$ cat config.mk
export PLATFORM = sky130hd
export DESIGN_NAME = svtf_formatter
export DESIGN_NICKNAME = d
export VERILOG_FILES = /design/src/verilog/svtf_pkg.sv /design/src/verilog/svtf_formatter.sv
export SDC_FILE = /design/constraint.sdc
export NUM_CORES = 1
export LEC_CHECK = 0
export ABC_CLOCK_PERIOD_IN_PS = 3100
export BUFFER_PORTS_ARGS = -buffer_cell sky130_fd_sc_hd__buf_2
export CAP_MARGIN = 25
export CORE_ASPECT_RATIO = 1.25
export CORE_UTILIZATION = 56
export CTS_CLUSTER_DIAMETER = 60
export DETAILED_ROUTE_END_ITERATION = 10
export PLACE_DENSITY = 0.86
export SLEW_MARGIN = 30
export SYNTH_ARGS = -nofsm -noshare
export SYNTH_HDL_FRONTEND = slang
export SYNTH_SLANG_ARGS = --single-unit
export TNS_END_PERCENT = 30
$ cat constraint.sdc
create_clock -name ref_clk -period 3.1 [get_ports ref_clk]
set_input_delay 0.31 -clock ref_clk [delete_from_list [all_inputs] [get_ports ref_clk]]
set_output_delay 0.31 -clock ref_clk [all_outputs]
set_load 0.05 [all_outputs]
$ cat src/verilog/svtf_pkg.sv
// Purpose: shared constants of the studio video timing formatter
// Assumes: 10-bit words, levels scaled by four (two fractional bits)
// Notes: line positions count from the first word of the end code
package svtf_pkg;
  // line timing in sample clocks, 1125-line and 1250-line modes
  localparam logic [11:0] LINE_LEN_1125 = 12'h898;
  localparam logic [11:0] LINE_LEN_1250 = 12'h900;
  localparam logic [11:0] EAV_TO_REF_1125 = 12'h058;
  localparam logic [11:0] EAV_TO_REF_1250 = 12'h080;
  localparam logic [11:0] REF_TO_ACT_1125 = 12'h0C0;
  localparam logic [11:0] REF_TO_ACT_1250 = 12'h100;
  localparam logic [11:0] BLANK_1125 = 12'(EAV_TO_REF_1125 + REF_TO_ACT_1125);
  localparam logic [11:0] BLANK_1250 = 12'(EAV_TO_REF_1250 + REF_TO_ACT_1250);
  localparam logic [11:0] CODE_LEN = 12'h004;
  // field line numbers, 1125-line mode
  localparam logic [10:0] F1_ACT_FIRST_1125 = 11'h029;
  localparam logic [10:0] F1_ACT_LAST_1125 = 11'h22D;
  localparam logic [10:0] F2_FIRST_1125 = 11'h234;
  localparam logic [10:0] F2_ACT_FIRST_1125 = 11'h25B;
  localparam logic [10:0] F2_ACT_LAST_1125 = 11'h460;
  localparam logic [10:0] FRAME_LAST_1125 = 11'h465;
  // field line numbers, 1250-line mode
  localparam logic [10:0] F1_ACT_FIRST_1250 = 11'h02D;
  localparam logic [10:0] F1_ACT_LAST_1250 = 11'h26C;
  localparam logic [10:0] F2_FIRST_1250 = 11'h272;
  localparam logic [10:0] F2_ACT_FIRST_1250 = 11'h29E;
  localparam logic [10:0] F2_ACT_LAST_1250 = 11'h4DD;
  localparam logic [10:0] FRAME_LAST_1250 = 11'h4E2;
  localparam logic [10:0] FIRST_LINE = 11'h001;
  // quantization levels in quarter steps
  localparam logic [9:0] LVL_MIN = 10'h004;
  localparam logic [9:0] LVL_MAX = 10'h3FB;
  localparam logic [9:0] LVL_MAX_8 = 10'h3F8;
  localparam logic [9:0] LVL_BLACK = 10'h040;
  localparam logic [9:0] LVL_PEAK = 10'h3AC;
  localparam logic [9:0] LVL_CHROMA_MID = 10'h200;
  localparam logic [9:0] LVL_CHROMA_LOW = 10'h040;
  localparam logic [9:0] LVL_CHROMA_HIGH = 10'h3C0;
  // timing code words
  localparam logic [9:0] PREAMBLE_ONES = 10'h3FF;
  localparam logic [9:0] PREAMBLE_ZERO = 10'h000;
  localparam logic [9:0] CODE8_MASK = 10'h3FC;
  // test pattern selections
  typedef enum logic [1:0] {
    SVTF_PAT_PASS, SVTF_PAT_BLACK, SVTF_PAT_PEAK, SVTF_PAT_CHROMA
  } svtf_pat_e;
endpackage

$ cat src/verilog/svtf_formatter.sv
// Purpose: line and field timing with timing reference codes and 4:2:2 multiplex
// Assumes: ref_clk is the luma sampling clock; config ports from same-clock logic
// Notes: mode is taken at reset and at each frame end; inputs are read while pix_req
//
// How it works
// - ten-bit words have two fraction bits; eight-bit inputs get two zeros appended
// - picture words clipped into 1.00 to 254.75; reserved levels never sent
// - luma and RGB black is 16.00, nominal peak 235.00
// - colour-difference achromatic at 128.00, extremes at 16.00 and 240.00
// - one-way link from this single source to one destination
// - words pair Cb1/Y1, Cr1/Y2, Cb3/Y3, Cr3/Y4 and onward
// - chroma sampled at half rate, co-sited with odd luma samples
// - 1125-line mode also carries RGB as three ten-bit lanes
// - line is 2200 clocks (1125) or 2304 clocks (1250)
// - end code starts 88 or 128 clocks before sync reference
// - start code ends and video begins 192 or 256 clocks after it
// - line blanking lasts 280 or 384 clocks, rest is active video
// - each code is four words: three preamble, then flag word
// - codes abut the video block and run on every blanking line
// - eight-bit codes use bits 9..2; 1250-line codes use all ten
// - field and vertical bits change only at the line-opening end code
// - four protection bits let receiver fix one, detect two errors
// - flag word holds F, V, H as a number, F most significant
// - 1125 mode: active 41-557 and 603-1120; field 2 from 564
// - 1250 mode: active 45-620 and 670-1245; field 2 from 626
`timescale 1ns/10ps
module svtf_formatter
  import svtf_pkg::*;
(
  // clock and reset
  input wire logic ref_clk,
  input wire logic rst,
  // configuration
  input wire logic mode_1250,
  input wire logic eight_bit,
  input wire logic rgb_mode,
  input wire logic [1:0] pattern_sel,
  // picture samples, read while pix_req is high
  input wire logic [9:0] y_in,
  input wire logic [9:0] cb_in,
  input wire logic [9:0] cr_in,
  input wire logic [9:0] r_in,
  // source pacing
  output logic pix_req,
  // one-way output stream and its flags
  output logic [9:0] word_y,
  output logic [9:0] word_c,
  output logic [9:0] word_r,
  output logic code_flag,
  output logic active_out,
  output logic hblank_out,
  output logic fld_out,
  output logic vblank_out,
  output logic [10:0] line_out
);

  logic mode_q;
  logic eight_q;
  logic [11:0] cnt;
  logic [10:0] line;
  logic fld;
  logic vblank;
  logic [9:0] cr_hold;
  logic [11:0] out_pos;
  logic [11:0] hb_len;
  logic [11:0] len;
  logic [11:0] blank;
  logic [10:0] frame_last;
  logic [10:0] next_line;
  logic line_end;
  logic in_eav;
  logic in_sav;
  logic in_act;
  logic even_slot;
  logic rgb_ok;
  logic h_bit;
  logic [9:0] code_mask;
  logic [9:0] flag_word;
  logic [9:0] code_word;
  logic [9:0] next_y;
  logic [9:0] next_c;
  logic [9:0] next_r;

  // scale an input word to quarter steps and keep it off reserved levels
  function automatic logic [9:0] to_video(input logic [9:0] v, input logic e8);
    logic [9:0] w;
    w = e8 ? {v[7:0], 2'b00} : v;
    if (w < LVL_MIN) begin
      w = LVL_MIN;
    end else if (e8 && w > LVL_MAX_8) begin
      w = LVL_MAX_8;
    end else if (w > LVL_MAX) begin
      w = LVL_MAX;
    end
    return w;
  endfunction

  // field identification for a line number
  function automatic logic field_of(input logic [10:0] ln, input logic m);
    return m ? (ln >= F2_FIRST_1250) : (ln >= F2_FIRST_1125);
  endfunction

  // vertical blanking for a line number
  function automatic logic vblank_of(input logic [10:0] ln, input logic m);
    logic act;
    if (m) begin
      act = (ln >= F1_ACT_FIRST_1250 && ln <= F1_ACT_LAST_1250) ||
            (ln >= F2_ACT_FIRST_1250 && ln <= F2_ACT_LAST_1250);
    end else begin
      act = (ln >= F1_ACT_FIRST_1125 && ln <= F1_ACT_LAST_1125) ||
            (ln >= F2_ACT_FIRST_1125 && ln <= F2_ACT_LAST_1125);
    end
    return !act;
  endfunction

  // mode-dependent line geometry
  assign len = mode_q ? LINE_LEN_1250 : LINE_LEN_1125;
  assign blank = mode_q ? BLANK_1250 : BLANK_1125;
  assign frame_last = mode_q ? FRAME_LAST_1250 : FRAME_LAST_1125;
  assign line_end = (cnt == len - 12'h001);
  assign next_line = (line == frame_last) ? FIRST_LINE : 11'(line + 11'h001);
  // end code opens the line, start code closes the blanking
  assign in_eav = (cnt < CODE_LEN);
  assign in_sav = (cnt >= blank - CODE_LEN) && (cnt < blank);
  assign in_act = (cnt >= blank);
  assign even_slot = !cnt[0]; // blanking length is even
  assign rgb_ok = rgb_mode && !mode_q;

  // fourth code word: F, V, H then protection bits
  assign h_bit = in_eav;
  assign flag_word = {1'b1, fld, vblank, h_bit,
                      vblank ^ h_bit, fld ^ h_bit, fld ^ vblank,
                      fld ^ vblank ^ h_bit, 2'b00};
  assign code_mask = (eight_q && !mode_q) ? CODE8_MASK : 10'h3FF;

  // pick the code word for the current slot
  always_comb begin
    case (cnt[1:0])
      2'h0: code_word = PREAMBLE_ONES & code_mask;
      2'h1: code_word = PREAMBLE_ZERO;
      2'h2: code_word = PREAMBLE_ZERO;
      default: code_word = flag_word & code_mask;
    endcase
  end

  // picture lane values, by pattern selection
  always_comb begin
    next_y = LVL_BLACK;
    next_c = LVL_CHROMA_MID;
    next_r = LVL_BLACK;
    case (svtf_pat_e'(pattern_sel))
      SVTF_PAT_PASS: begin
        next_y = to_video(y_in, eight_q);
        if (rgb_ok) begin
          next_c = to_video(cb_in, eight_q);
          next_r = to_video(r_in, eight_q);
        end else if (even_slot) begin
          next_c = to_video(cb_in, eight_q);
        end else begin
          next_c = cr_hold;
        end
      end
      SVTF_PAT_BLACK: next_y = LVL_BLACK;
      SVTF_PAT_PEAK: begin
        next_y = LVL_PEAK;
        next_r = rgb_ok ? LVL_PEAK : LVL_BLACK;
        next_c = rgb_ok ? LVL_PEAK : LVL_CHROMA_MID;
      end
      SVTF_PAT_CHROMA: next_c = even_slot ? LVL_CHROMA_HIGH : LVL_CHROMA_LOW;
      default: next_y = LVL_BLACK;
    endcase
  end

  // sample and line counters; mode taken at reset and at frame boundaries
  always_ff @(posedge ref_clk) begin
    if (rst) begin
      cnt <= 12'h000;
      line <= FIRST_LINE;
      mode_q <= mode_1250;
      eight_q <= eight_bit;
    end else if (line_end) begin
      cnt <= 12'h000;
      line <= next_line;
      if (line == frame_last) begin
        mode_q <= mode_1250;
        eight_q <= eight_bit;
      end
    end else begin
      cnt <= 12'(cnt + 12'h001);
    end
  end

  // field and vertical bits move only as the next line opens
  always_ff @(posedge ref_clk) begin
    if (rst) begin
      fld <= 1'b0;
      vblank <= 1'b1;
    end else if (line_end) begin
      fld <= field_of(next_line, (next_line == FIRST_LINE) ? mode_1250 : mode_q);
      vblank <= vblank_of(next_line, (next_line == FIRST_LINE) ? mode_1250 : mode_q);
    end
  end

  // hold the co-sited red difference for the following word
  always_ff @(posedge ref_clk) begin
    if (rst) begin
      cr_hold <= LVL_CHROMA_MID;
    end else if (in_act && even_slot) begin
      cr_hold <= to_video(cr_in, eight_q);
    end
  end

  // output words and flags, aligned with each other
  always_ff @(posedge ref_clk) begin
    if (rst) begin
      word_y <= LVL_BLACK;
      word_c <= LVL_CHROMA_MID;
      word_r <= LVL_BLACK;
      code_flag <= 1'b0;
      active_out <= 1'b0;
      hblank_out <= 1'b1;
      fld_out <= 1'b0;
      vblank_out <= 1'b1;
      line_out <= FIRST_LINE;
      out_pos <= 12'h000;
    end else begin
      if (in_eav || in_sav) begin
        word_y <= code_word;
        word_c <= code_word;
        word_r <= code_word;
      end else if (in_act && !vblank) begin
        word_y <= next_y;
        word_c <= next_c;
        word_r <= next_r;
      end else begin
        word_y <= LVL_BLACK;
        word_c <= rgb_ok ? LVL_BLACK : LVL_CHROMA_MID;
        word_r <= LVL_BLACK;
      end
      code_flag <= in_eav || in_sav;
      active_out <= in_act && !vblank;
      hblank_out <= !in_act;
      fld_out <= fld;
      vblank_out <= vblank;
      line_out <= line;
      out_pos <= cnt;
    end
  end

  // source pacing: high while this cycle's inputs become the next word
  always_ff @(posedge ref_clk) begin
    if (rst) begin
      pix_req <= 1'b0;
    end else begin
      pix_req <= !line_end && (cnt + 12'h001 >= blank) && !vblank;
    end
  end

  // blanking run length, read only by checks
  always_ff @(posedge ref_clk) begin
    if (rst) begin
      hb_len <= 12'h000; // first blanking word after release then counts as one
    end else if (!in_act) begin
      hb_len <= hblank_out ? 12'(hb_len + 12'h001) : 12'h001;
    end
  end
endmodule

==> flow_summary_export.csv <==
group,metric,value,unit
finish,mostFrequentLayoutCell,"buf_2",
finish,antennaDiodeCount,0,
timing,rsz0062_at_grt,"no",
worst_setup_path,crit_required,3.41,ns
yosys,yosysUniqueCellTypes,65,
detailed_routing,num_vias,5254,
global_route,grt_max_degree,53,
clock_network,clock_path_buffers,2,
die,initial_utilization,58.3,%
global_route,grt_usage,32.0,%
power,combPwrFrac,21.7,%
die,die_x,87.3,µm
timing,fin_crit_sh,94.3,%
timing,slew_viol_final,0,
timing,finalSetupTns,0,ns
power,p_seq_share,46.7,%
finish,drive_above_1_share,22.2,%
timing,relSlewSlack,40.3,%
die,die_area,0.00949,mm²
finish,fin_nets,786,
outcome,status,"completed",
detailed_routing,first_iter_violations,280,
die,die_y,109,µm
detailed_routing,dr.pass1.iters,5,
detailed_routing,ant_nets,0,
finish,final_cell_mix,"buf_2, dfxtp_1, nand2_1",
run,drv_cap,0,
timing,min_period,2.92,ns
yosys,ys_ff_latch,84,
power,leakage,2.41,nW
placed_design,dp_hpwl,11.5,mm
clock_network,cts-hold-fix-buffers,0,
yosys,synth_flop_cell,"dfxtp_1",
timing,max_freq,0.342,GHz
power,p_switching,0.779,mW
yosys,syn_avg_cell_area,7.98,µm²
clock_network,cts_tree,"built",
global_route,antenna_found_initial,0,
detailed_routing,via_per_inst,6.19,
die,fp.coreArea,0.00875,mm²
clock_network,cts.htree.levels,3,
placed_design,gp_congestion,0.984,
timing,max_slew.worst_pin.slew,0.895,ns
clock_network,numCtsBuffers,9,
die,io_pins,94,
yosys,synthCells,639,
finish,stdcell_count,849,
timing,skew,0.00865,ns
worst_setup_path,path_max_fanout,8,
placed_design,dp.cells,834,
worst_setup_path,crit_arrival,3.23,ns
yosys,netlist_area,0.00510,mm²
clock_network,cts_num_sinks,84,
timing,hold_violations,0,
worst_setup_path,endpoint_kind,"flip-flop",
finish,area_delta_synth_final,16.7,%
global_route,grt_pass1_vias,4960,
yosys,synth_edf_count,2,
clock_network,clock_latency,0.37,ns
die,core.rowCount,38,
power,power,2.48,mW
worst_hold_path,hp-class,"primary input to flip-flop",
power,clkPwrFrac,31.6,%
power,intPower,1.70,mW
clock_network,cts_root_buf,"clkbuf_8",
yosys,ys_seq_area_share,33.4,%
yosys,async_flop_share,0,%
global_route,grt_overflow,0,
power,powerDensity,416,mW/mm²
placed_design,numPortBuffers,93,
yosys,synth_warnings,0,
power,p_sw_share,31.5,%
worst_setup_path,crit_type,"flip-flop to flip-flop",
timing,setup_viol,0,
clock_network,clkSlewWorstSetupHoldPaths,0.08,ns
detailed_routing,route.detailed.drc,0,
power,vdd_drop_max,0.000287,V
detailed_routing,drt-total-wl,15.2,mm
worst_setup_path,startpoint_type,"flip-flop",
timing,worst_hold_slack,0.131,ns
yosys,syn_nets,699,
global_route,grt_pass1_wl,23.4,mm
detailed_routing,wl_per_cell,18.0,µm
## kinds of logic after synthesis
| group | count (synthesis) | share of synthesized area (%) |
|---|---|---|
| XOR/XNOR | 31 | 5.33 |
| AO/OA/AOI/OAI | 172 | 22.1 |
| flip-flops | 84 | 33.4 |
| multiplexers | 30 | 6.16 |
| buffers and inverters | 52 | 4.25 |
| adder cells (fa/ha/maj) | 13 | 3.19 |
| AND/OR/NAND/NOR | 257 | 25.6 |
## final timing paths
check / start / end / slack [ns] / cells past startpoint
min: eight_bit / eight_q / 0.13 / 1
min reg2reg: cr_hold[0] / cr_hold[0] / 0.46 / 2
max reg2reg: line[1] / vblank / 0.18 / 9
max: line[1] / vblank / 0.18 / 9
## metrics by stage
step,worst slack (ns),area (µm²),utilization [%]
floorplan,0.246,5100,-
global placement,0.219,5730,65.5
detailed placement,0.147,5730,65.5
CTS,0.119,5930,67.8
global route,0.0234,5950,68.0
finish,0.176,5950,68.0
## sequential cells by signal (all words and copies together), names as in the netlist, 10 cells and up
| register | cells |
|---|---|
| cnt | 12 |
| cr_hold | 10 |
| line | 11 |
| line_out | 11 |
| word_c | 10 |
| word_r | 10 |
| word_y | 10 |
## layer usage
layer  wire length (µm)  up-vias  GRT usage, %
li1                   -     2487             -
met1               5640     2420          33.1
met3                889       75          6.06
met5                  0        -             0
met2               7870      272          58.6
met4                837        0          20.5
## cell type report
| class | count | area (µm²) |
|---|---|---|
| clock buffers | 14 | 195 |
| fillers | 740 | 2800 |
| inverters | 10 | 37.5 |
| multi-input cells | 503 | 3200 |
| flip-flops and latches | 84 | 1700 |
| well taps | 120 | 150 |
| repair buffers | 118 | 666 |
## power by group through the flow
stage	Sequential, mW	Combinational [mW]	Clock, mW
floorplan	1.34	0.204	0
finish	1.16	0.538	0.782
global route	1.16	0.571	0.835
global placement	1.18	0.514	0
detailed placement	1.18	0.524	0
CTS	1.16	0.526	0.792
## cells in the mapped netlist, types with 3 or more instances
master | number | area (µm²)
a211o_1 | 3 | 26.3
a211oi_1 | 10 | 75.1
a21o_1 | 9 | 67.6
a21oi_1 | 52 | 260
a22oi_1 | 4 | 30.0
a31oi_1 | 6 | 37.5
and2_1 | 6 | 37.5
and3_1 | 3 | 18.8
buf_1 | 3 | 11.3
buf_2 | 5 | 25.0
clkbuf_1 | 32 | 120
dfxtp_1 | 82 | 1640
ha_1 | 13 | 163
inv_1 | 9 | 33.8
mux2_2 | 11 | 124
mux2i_1 | 19 | 190
nand2_1 | 66 | 248
nand2b_1 | 8 | 50.1
nand3_1 | 26 | 130
nand4_1 | 7 | 43.8
nor2_1 | 61 | 229
nor2b_1 | 20 | 125
nor3_1 | 18 | 90.1
nor4_1 | 15 | 93.8
o211ai_1 | 4 | 30.0
o21a_1 | 8 | 60.1
o21ai_0 | 36 | 180
o22ai_1 | 5 | 31.3
o311ai_0 | 4 | 35.0
o31ai_1 | 5 | 37.5
o32ai_1 | 5 | 43.8
or2_2 | 6 | 37.5
or4_1 | 4 | 30.0
xnor2_1 | 18 | 158
xor2_1 | 13 | 114
## worst max-delay path: stages, from the launching register on
cell,delay (ns)
dfxtp_1,0.49
ha_1,0.36
and4_1,0.34
nand2_1,0.13
xnor2_1,0.34
nor2_1,0.12
a311o_1,0.40
o22a_1,0.21
or4_4,0.41
o211ai_2,0.07
## what timing repair did
action	CTS	global route
buffers inserted	0	1
resized for setup	0	3
endpoints found under the setup margin	0	22
(Power assumes the default switching activity.)
